$ cat src/imc_pkg.sv
// Package of the interrupt mode control slice: register map, field layout,
// reset values and the carrier types shared by the design files.
// Assumes a 32-bit classic Wishbone register bus and a single system clock.
package imc_pkg;

	// ----------------------------------------------------------------
	// Register map (byte addresses)
	// ----------------------------------------------------------------
	localparam logic [31:0] IMC_CTRL_ADDR   = 32'hffff_e030;
	localparam logic [31:0] IMC_STATUS_ADDR = 32'hffff_e040;
	localparam logic [31:0] IMC_MASK_ADDR   = 32'hffff_e044;

	// ----------------------------------------------------------------
	// Field layout inside one source byte of the control register
	// ----------------------------------------------------------------
	localparam int IMC_NUM_SRC     = 3;
	localparam int IMC_SRC_STRIDE  = 8;
	localparam int IMC_MODE_LSB    = 5;
	localparam int IMC_ROUTE_BIT   = 4;
	localparam int IMC_LVL_LSB     = 0;
	localparam int IMC_NUM_DMA_CH  = 8;

	// ----------------------------------------------------------------
	// Detection mode codes
	// ----------------------------------------------------------------
	localparam logic [1:0] IMC_MODE_HIGH_LEVEL = 2'h1;
	localparam logic [1:0] IMC_MODE_RISE_EDGE  = 2'h3;

	// ----------------------------------------------------------------
	// Reset values
	// ----------------------------------------------------------------
	localparam logic [1:0]  IMC_MODE_RST   = 2'h0;
	localparam logic        IMC_ROUTE_RST  = 1'b0;
	localparam logic [2:0]  IMC_LVL_RST    = 3'h0;
	localparam logic [2:0]  IMC_STATUS_RST = 3'h0;
	localparam logic [2:0]  IMC_MASK_RST   = 3'h0;
	localparam logic [2:0]  IMC_LVL_OFF    = 3'h0;

	// ----------------------------------------------------------------
	// Carrier types
	// ----------------------------------------------------------------
	typedef struct packed {
		logic [1:0] mode;
		logic       dma_route;
		logic [2:0] level_or_chan;
	} imc_src_cfg_t;

	typedef struct packed {
		logic cyc;
		logic stb;
		logic we;
		logic [3:0] sel;
		logic [31:0] adr;
		logic [31:0] dat;
	} imc_wb_req_t;

	typedef struct packed {
		logic prev;
		logic hit;
	} imc_det_st_t;

endpackage

$ cat src/imc_detect.sv
// One request detector: high level or rising edge, chosen by a mode code.
// Assumes the request input is synchronous to clk_i.
module imc_detect (
	// Clock and reset
	input  wire logic       clk_i,
	input  wire logic       rst_i,
	// Request and mode
	input  wire logic       req_i,
	input  wire logic [1:0] mode_i,
	// Detected request, one flop late
	output logic            hit_o
);

	imc_pkg::imc_det_st_t st_q;
	imc_pkg::imc_det_st_t st_d;

	always_comb begin
		st_d      = st_q;
		st_d.prev = req_i;
		// Codes other than level or edge detect nothing
		if (mode_i == imc_pkg::IMC_MODE_HIGH_LEVEL) begin
			st_d.hit = req_i;
		end else if (mode_i == imc_pkg::IMC_MODE_RISE_EDGE) begin
			st_d.hit = req_i & ~st_q.prev;
		end else begin
			st_d.hit = 1'b0;
		end
	end

	always_ff @(posedge clk_i) begin
		if (rst_i) begin
			st_q <= '0;
		end else begin
			st_q <= st_d;
		end
	end

	assign hit_o = st_q.hit;

endmodule

$ cat src/imc_slice.sv
// Interrupt mode control slice for sources 48, 49 and 50: control register,
// request detection, CPU or DMA routing, sticky event status with mask.
// Assumes a classic Wishbone master and requests synchronous to clk_i.
//
// Overview of operation
// - Source 48 level-high detection on mode 01
// - Source 49 rising-edge detection per mode field
// - Route flag 1 makes source a DMA trigger
// - Route 0: field is CPU level, 000 off
// - Route 1: field selects DMA channel 0-7
// - Source 50 route flag selects DMA trigger
//
// Implementation choice: the Wishbone slave port.
module imc_slice #(
	parameter int NUM_DMA_CH = imc_pkg::IMC_NUM_DMA_CH
) (
	// Clock and reset
	input  wire logic                         clk_i,
	input  wire logic                         rst_i,
	// Wishbone slave
	input  wire logic                         cyc_i,
	input  wire logic                         stb_i,
	input  wire logic                         we_i,
	input  wire logic [3:0]                   sel_i,
	input  wire logic [31:0]                  adr_i,
	input  wire logic [31:0]                  dat_i,
	output logic      [31:0]                  dat_o,
	output logic                              ack_o,
	// Interrupt source requests, bit 0 is source 48
	input  wire logic [2:0]                   src_req_i,
	// Towards the CPU core
	output logic      [2:0]                   cpu_req_o,
	output imc_pkg::imc_src_cfg_t [2:0]       src_cfg_o,
	// Towards the DMA controller
	output logic      [NUM_DMA_CH-1:0]        dma_trig_o,
	// Event interrupt
	output logic                              irq_o
);

	// ----------------------------------------------------------------
	// Elaboration checks
	// ----------------------------------------------------------------
	// A 3-bit channel code reaches exactly eight channels
	if (NUM_DMA_CH != imc_pkg::IMC_NUM_DMA_CH) begin : g_bad_ch
		$error("NUM_DMA_CH must be 8");
	end

	// Every source field must fit inside its own byte lane
	if (imc_pkg::IMC_MODE_LSB + 2 > imc_pkg::IMC_SRC_STRIDE) begin : g_bad_layout
		$error("Source field wider than its byte lane");
	end

	// ----------------------------------------------------------------
	// State
	// ----------------------------------------------------------------
	typedef struct packed {
		imc_pkg::imc_src_cfg_t [2:0] cfg;
		logic [2:0]                  status;
		logic [2:0]                  mask;
		logic                        ack;
		logic [31:0]                 rdat;
		logic [2:0]                  cpu_req;
		logic [NUM_DMA_CH-1:0]       dma_trig;
	} imc_state_t;

	imc_state_t          st_q;
	imc_state_t          st_d;
	imc_pkg::imc_wb_req_t wb;
	logic [2:0]          hit;

	assign wb.cyc = cyc_i;
	assign wb.stb = stb_i;
	assign wb.we  = we_i;
	assign wb.sel = sel_i;
	assign wb.adr = adr_i;
	assign wb.dat = dat_i;

	// ----------------------------------------------------------------
	// Address decode
	// ----------------------------------------------------------------
	// Exact compare: every other address in the page answers zero
	logic adr_ctrl;
	logic adr_status;
	logic adr_mask;

	assign adr_ctrl   = (wb.adr == imc_pkg::IMC_CTRL_ADDR);
	assign adr_status = (wb.adr == imc_pkg::IMC_STATUS_ADDR);
	assign adr_mask   = (wb.adr == imc_pkg::IMC_MASK_ADDR);

	// ----------------------------------------------------------------
	// Request detectors
	// ----------------------------------------------------------------
	for (genvar i = 0; i < imc_pkg::IMC_NUM_SRC; i++) begin : g_det
		imc_detect u_det (
			.clk_i  (clk_i),
			.rst_i  (rst_i),
			.req_i  (src_req_i[i]),
			.mode_i (st_q.cfg[i].mode),
			.hit_o  (hit[i])
		);
	end

	// ----------------------------------------------------------------
	// Read-back image of the control register
	// ----------------------------------------------------------------
	function automatic logic [31:0] ctrl_image(input imc_pkg::imc_src_cfg_t [2:0] cfg);
		logic [31:0] w;
		w = '0;
		// Bits 7, 3 of each byte and all of bits 31:24 stay zero
		for (int k = 0; k < imc_pkg::IMC_NUM_SRC; k++) begin
			w[k*imc_pkg::IMC_SRC_STRIDE + imc_pkg::IMC_MODE_LSB +: 2] = cfg[k].mode;
			w[k*imc_pkg::IMC_SRC_STRIDE + imc_pkg::IMC_ROUTE_BIT]    = cfg[k].dma_route;
			w[k*imc_pkg::IMC_SRC_STRIDE + imc_pkg::IMC_LVL_LSB +: 3] = cfg[k].level_or_chan;
		end
		return w;
	endfunction

	// ----------------------------------------------------------------
	// Next state
	// ----------------------------------------------------------------
	always_comb begin
		logic req_now;
		logic wr_now;
		logic [2:0] w1c;
		req_now = 1'b0;
		wr_now  = 1'b0;
		w1c     = '0;
		st_d    = st_q;

		// Bus: ack one cycle after the request, dropped the cycle after
		req_now = wb.cyc & wb.stb & ~st_q.ack;
		wr_now  = wb.cyc & wb.stb & wb.we & st_q.ack;
		st_d.ack = req_now;
		if (req_now) begin
			// Unmapped addresses still answer, with zero
			if (adr_ctrl) begin
				st_d.rdat = ctrl_image(st_q.cfg);
			end else if (adr_status) begin
				st_d.rdat = {29'h0000_0000, st_q.status};
			end else if (adr_mask) begin
				st_d.rdat = {29'h0000_0000, st_q.mask};
			end else begin
				st_d.rdat = 32'h0000_0000;
			end
		end

		// Writes take effect at the edge where ack is seen
		if (wr_now) begin
			// Each byte lane carries one source; lane 3 is reserved
			if (adr_ctrl) begin
				for (int k = 0; k < imc_pkg::IMC_NUM_SRC; k++) begin
					if (wb.sel[k]) begin
						st_d.cfg[k].mode          = wb.dat[k*imc_pkg::IMC_SRC_STRIDE + imc_pkg::IMC_MODE_LSB +: 2];
						st_d.cfg[k].dma_route     = wb.dat[k*imc_pkg::IMC_SRC_STRIDE + imc_pkg::IMC_ROUTE_BIT];
						st_d.cfg[k].level_or_chan = wb.dat[k*imc_pkg::IMC_SRC_STRIDE + imc_pkg::IMC_LVL_LSB +: 3];
					end
				end
			end else if (adr_status) begin
				if (wb.sel[0]) begin
					w1c = wb.dat[2:0];
				end
			end else if (adr_mask) begin
				if (wb.sel[0]) begin
					st_d.mask = wb.dat[2:0];
				end
			end
		end

		// A detection in the clearing cycle is kept
		st_d.status = (st_q.status & ~w1c) | hit;

		// Routing of each detected request
		st_d.cpu_req  = '0;
		st_d.dma_trig = '0;
		for (int k = 0; k < imc_pkg::IMC_NUM_SRC; k++) begin
			if (hit[k]) begin
				if (st_q.cfg[k].dma_route) begin
					st_d.dma_trig[st_q.cfg[k].level_or_chan] = 1'b1;
				end else if (st_q.cfg[k].level_or_chan != imc_pkg::IMC_LVL_OFF) begin
					st_d.cpu_req[k] = 1'b1;
				end
			end
		end
	end

	// ----------------------------------------------------------------
	// State register
	// ----------------------------------------------------------------
	always_ff @(posedge clk_i) begin
		if (rst_i) begin
			for (int k = 0; k < imc_pkg::IMC_NUM_SRC; k++) begin
				st_q.cfg[k].mode          <= imc_pkg::IMC_MODE_RST;
				st_q.cfg[k].dma_route     <= imc_pkg::IMC_ROUTE_RST;
				st_q.cfg[k].level_or_chan <= imc_pkg::IMC_LVL_RST;
			end
			st_q.status   <= imc_pkg::IMC_STATUS_RST;
			st_q.mask     <= imc_pkg::IMC_MASK_RST;
			st_q.ack      <= 1'b0;
			st_q.rdat     <= 32'h0000_0000;
			st_q.cpu_req  <= '0;
			st_q.dma_trig <= '0;
		end else begin
			st_q <= st_d;
		end
	end

	// ----------------------------------------------------------------
	// Outputs
	// ----------------------------------------------------------------
	assign ack_o      = st_q.ack;
	assign dat_o      = st_q.rdat;
	assign cpu_req_o  = st_q.cpu_req;
	assign src_cfg_o  = st_q.cfg;
	assign dma_trig_o = st_q.dma_trig;

	// ----------------------------------------------------------------
	// Event interrupt
	// ----------------------------------------------------------------
	// Level output, so a masked-in bit holds it until cleared
	// Clearing the mask hides a pending event without losing it
	assign irq_o      = |(st_q.status & st_q.mask);

endmodule

$ cat config.mk
export PLATFORM = sky130hd
export DESIGN_NAME = imc_slice
export DESIGN_NICKNAME = d
export VERILOG_FILES = /design/src/imc_pkg.sv /design/src/imc_detect.sv /design/src/imc_slice.sv
export SDC_FILE = /design/constraint.sdc
export NUM_CORES = 1
export LEC_CHECK = 0
export ABC_AREA = 1
export BUFFER_PORTS_ARGS = -buffer_cell sky130_fd_sc_hd__buf_2
export CAP_MARGIN = 20
export CORE_MARGIN = 4
export CORE_UTILIZATION = 45
export CTS_CLUSTER_SIZE = 30
export DETAILED_ROUTE_END_ITERATION = 8
export HOLD_SLACK_MARGIN = 0.1
export PLACE_DENSITY = 0.74
export SYNTH_ARGS = -nofsm -noshare
export SYNTH_HDL_FRONTEND = slang
export SYNTH_SLANG_ARGS = --single-unit
$ cat constraint.sdc
create_clock -name clk_i -period 2.6 [get_ports clk_i]
set_clock_uncertainty 0.1 [all_clocks]
set_input_delay 0.26 -clock clk_i [delete_from_list [all_inputs] [get_ports clk_i]]
set_output_delay 0.26 -clock clk_i [all_outputs]
set_load 0.005 [all_outputs]
### Word level (Yosys, flattened, before mapping)

Cells that the tools add are included.

* mux-type cells: 28
* add/sub/neg operators: 0
* $mul: 0
* order comparisons: 6
* shifts and indexed selects: 0
* reduce and logical (&&, ||, !) cells: 14
* eq/ne operators: 9
* div/mod/pow operators: 0
* bitwise operators: 22

Operator list (number)
* $eq 32x32->1 const B: 3
* $mux 8: 6
* $mux 23: 1
* $mux 3: 6
* $or 8x8->8: 2
* $lt 3x4->1 const B: 3
* $mux 1: 12
* $reduce_or 3->1: 4
* $demux 1 s3: 3
* $ge 3x1->1 const B: 3
* $not 1->1: 9
* $reduce_and 3->1: 3
* $reduce_bool 3->1: 3
* $and 1x1->1: 7
* $and 3x3->3: 2
* $eq 2x1->1 const B: 3
* $eq 2x2->1 const B: 3
* $reduce_and 5->1: 1
* $logic_and 1x1->1: 3
* $not 3->3: 1
* $or 3x3->3: 1

* RAM bits: 0
* output and inout bits: 63
* memory bits (read-only): 0
* memories kept: 0
* word-level logic and storage cells: 102
* register bits after elaboration: 74
* bits in latches: 0

### Depth between registers and ports, before layout

* depth in word-level cells: 12
* mapped depth: 11

### Cells and area by module

Synthesis repeated with hierarchy kept, for this count alone.

* cell total of the unflattened synthesis: 483
* area, all modules: 3315.7 µm²

Modules (own cells, without submodules)
* imc_slice: cells each 459, instances 1, area an instance 3113.0 µm², seq. area each 1081.0 µm²
* imc_detect: cells each 8, instances 3, area an instance 67.6 µm², seq. area each 40.0 µm²

### Worst setup path after synthesis

Ideal clock, no wire load.

* path type: input to register
* from: in adr_i[1]
* to: reg st_q (netlist bit src_cfg_o[11])
* arrival time: 1142 ps
* setup slack: 1242 ps
* stages: 11
* library setup time: 116 ps
* cell sequence: inv_1 > nand2_2 > nor2_2 > nand2_2 > nor2_2 > nand2_2 > buf_6 > nor2_8 > inv_2 > nor2_1 > nor2_1

* word-level cells in the longest chain between the ends: 2

RTL lines
* start, declared: RTL line imc_slice.sv:25 `input wire logic [31:0] adr_i,`
* $eq 32x32->1: RTL line imc_slice.sv:86 `assign adr_ctrl = (wb.adr == imc_pkg::IMC_CTRL_ADDR);`
* $reduce_and 3->1 (no source line)
* end signal, assigned: RTL line imc_slice.sv:203 `st_q <= st_d;`
* end, declared: RTL line imc_slice.sv:66 `imc_state_t st_q;`

Every way passes these cells.
A chain may end at the register's enable or synchronous reset.

### Final worst setup path

* from: in adr_i[17]
* to: reg st_q (netlist bit dat_o[22])

* word-level cells in the longest chain between the ends: 2

RTL lines
* $eq 32x32->1: RTL line imc_slice.sv:86
* $mux 23: RTL line imc_slice.sv:136 `if (adr_ctrl) begin`

Every way passes these cells.

==> run_results.csv <==
group,metric,value,unit
grt,grt_pass1_vias,2696,
clock_tree,cts_resized,0,
pwr,power.share.clock,46.3,%
critical_path,required,2.76,ns
synthesis,ys_seq_elements,60,
clock_tree,cts.reportedPaths.clkPinSlew,0.07,ns
min_path,holdCritPathClass,"in -> reg",
final_layout,final_common_cell,"buf_2",
clock_tree,htreeDepth,3,
critical_path,rr_worst_depth,8,
grt,grt_overflow,0,
sta,rsz0062_at_grt,"false",
die,core_area,6790,sq um
die,num_rows,30,
synthesis,synthArstFlopShare,0,%
sta,fin_crit,1.64,ns
synthesis,synth.yosys.warnings,0,
critical_path,slowest_stage,"inv_2",
synthesis,synth_cells,445,
final_layout,nets,603,
placement,gp_congestion,0.904,
detailed_routing,firstDrtPassIters,5,
final_layout,diodes,0,
grt,grt_max_degree,36,
min_path,min_from,"dat_i[12]",
die,start_util,46.3,%
critical_path,cpMostUsedCell,"nand2_1",
critical_path,worst-path-max-fanout,15,
clock_tree,clockRootBuffer,"clkbuf_8",
pwr,cellLeakagePower,1.96,nW
synthesis,syn-mean-instance-area,7.07,sq um
pwr,switchingPower,0.444,mW
critical_path,r2r_end,"st_q[45]",
die,die_area,8400,sq um
synthesis,ys_seq_area_share,38.2,%
die,fp.dieW,91.6,microns
pwr,powerDensity,540,nW/um^2
clock_tree,cts_max_path_buffers,2,
die,die_h,91.6,microns
detailed_routing,via_per_inst,4.56,
synthesis,synth_cell_type_count,28,
pwr,sw_frac_of_total,21.7,%
pwr,combPwrFrac,7.5,%
sta,fmax,611,MHz
final_layout,final_cell_mix,"buf_2 (109), nand2_1 (76), nor2_1 (70), dfxtp_1 (60), inv_1 (45)",
synthesis,syn-cell-area,3150,sq um
critical_path,critPathKind,"in -> reg",
grt,antenna_found_initial,0,
detailed_routing,ant_nets,0,
critical_path,worstSetupEndpointType,"register",
final_layout,area_growth,20.1,%
grt,grt.total_usage,18.0,%
detailed_routing,via_count,2862,
clock_tree,cts_buffers,9,
final_layout,drive_gt1_share,26.9,%
detailed_routing,drc,0,
pwr,intPower,1.60,mW
placement,dp_hpwl,5.53,mm
grt,grt_pass1_wl,12.3,mm
die,num_io_pins,139,
run,max_cap_viol_count,0,
status,outcome,"completed",
critical_path,cpPeakStageDelay,0.36,ns
pwr,power.share.sequential,46.2,%
clock_tree,worst_skew_pair.late_latency,0.33,ns
synthesis,synth_ff_type,"dfxtp_1",
min_path,holdPathStages,3,
detailed_routing,wl,7.60,mm
critical_path,crit_arrival,1.79,ns
clock_tree,clock_sinks,60,
sta,final-hold-violation-count,0,
sta,tns,0,ns
critical_path,start_kind,"input pin",
placement,numPortBuffers,109,
final_layout,post-route-util,55.6,%
min_path,min_to,"src_cfg_o[9]",
sta,drv_slew,0,
sta,finalSetupViolCount,0,
sta,period_share,62.9,%
sta,hold_slack,0.120,ns
critical_path,ff2ff_setup_slack,1.08,ns
critical_path,cp_cell_sequence,"buf_2 -> nand2_1 -> nor2_1 -> nand2_1 -> nor2_4 -> nand2_2 -> inv_2 -> nand2_1 -> a21oi_1",
placement,detailedPlace.worstSlack,0.625,ns
detailed_routing,routedWlPerCell,12.1,microns
pwr,ir_drop,0.000330,V
detailed_routing,dr.first_iter.drc_count,134,
clock_tree,cts_tree,"yes",
sta,setup_ws,0.964,ns
synthesis,synth_edf_count,0,
critical_path,reg2reg_from,"ack_o",
[synthesized netlist by cell type (5+ instances only)]
cell,count,area (sq um)
nand2_1,76,285
nor2_1,71,267
buf_4,63,473
dfxtp_1,60,1200
inv_1,45,169
o21ai_0,37,185
a21oi_1,24,120
nand3_1,17,85.1
nor3_1,8,40.0
clkbuf_1,7,26.3
o21ai_1,6,30.0
inv_2,5,18.8
[worst max-delay path by stage]
stage               from            end
2_1_floorplan   adr_i[1]  src_cfg_o[11]
3_3_place_gp   adr_i[17]      dat_o[20]
3_5_place_dp   adr_i[17]      dat_o[10]
4_1_cts        adr_i[17]      dat_o[10]
5_1_grt        adr_i[28]      dat_o[10]
6_report       adr_i[17]      dat_o[22]
[state kept, by name, indices dropped and copies added (netlist names)]
name,count
ack_o,1
cpu_req_o,3
dat_o,18
dma_trig_o,8
g_det.u_det.hit_o,3
g_det.u_det.st_q,3
src_cfg_o,18
st_q,6
[kinds of logic after synthesis]
kind of cell / after synthesis / share of synthesized area (%)
AO/OA/AOI/OAI: 75 / 12.9
buffers and inverters: 122 / 22.3
flip-flops: 60 / 38.2
other: 1 / 0.119
AND/OR/NAND/NOR: 187 / 26.5
[timing repair]
action / CTS / global route
setup buffers: 0 / 0
hold endpoints to repair: 20 / 0
hold buffers: 19 / 0
setup endpoints to repair: 0 / 0
[critical path: cells and delay by family]
kind            cells  cell delay, ns
simple gates        6            0.93
buf+inv             2            0.43
compound gates      1            0.15
[layout make-up]
type | count | area, sq um
clock buffers | 11 | 151
repair buffers | 130 | 751
flip-flops and latches | 60 | 1200
multi-input cells | 276 | 1290
inverters | 50 | 188
well taps | 96 | 120
clock inverters | 4 | 72.6
fillers | 644 | 3020
[power groups by stage]
stage | Sequential [mW] | Clock [mW] | Combinational (mW)
after global placement | 0.963 | 0 | 0.126
final | 0.944 | 0.946 | 0.152
after CTS | 0.943 | 0.960 | 0.152
after global routing | 0.945 | 1.00 | 0.170
after detailed placement | 0.964 | 0 | 0.129
after floorplan | 0.962 | 0 | 0.0885
[per-stage QoR]
step,power (mW),cell area (sq um),cells
floorplan,1.05,3200,458
global placement,1.09,3360,593
detailed placement,1.09,3360,593
CTS,2.06,3780,627
global route,2.12,3780,627
finish,2.04,3780,627
[routing by layer]
metal	track usage [%]	vias to the layer above	part of all wire, %
met3	3.86	8	7.7
met5	0	-	0
met4	6.53	0	1.4
li1	-	1492	-
met2	31.0	105	48
met1	22.1	1257	43
Note: power is estimated with default switching activity, not from simulation.
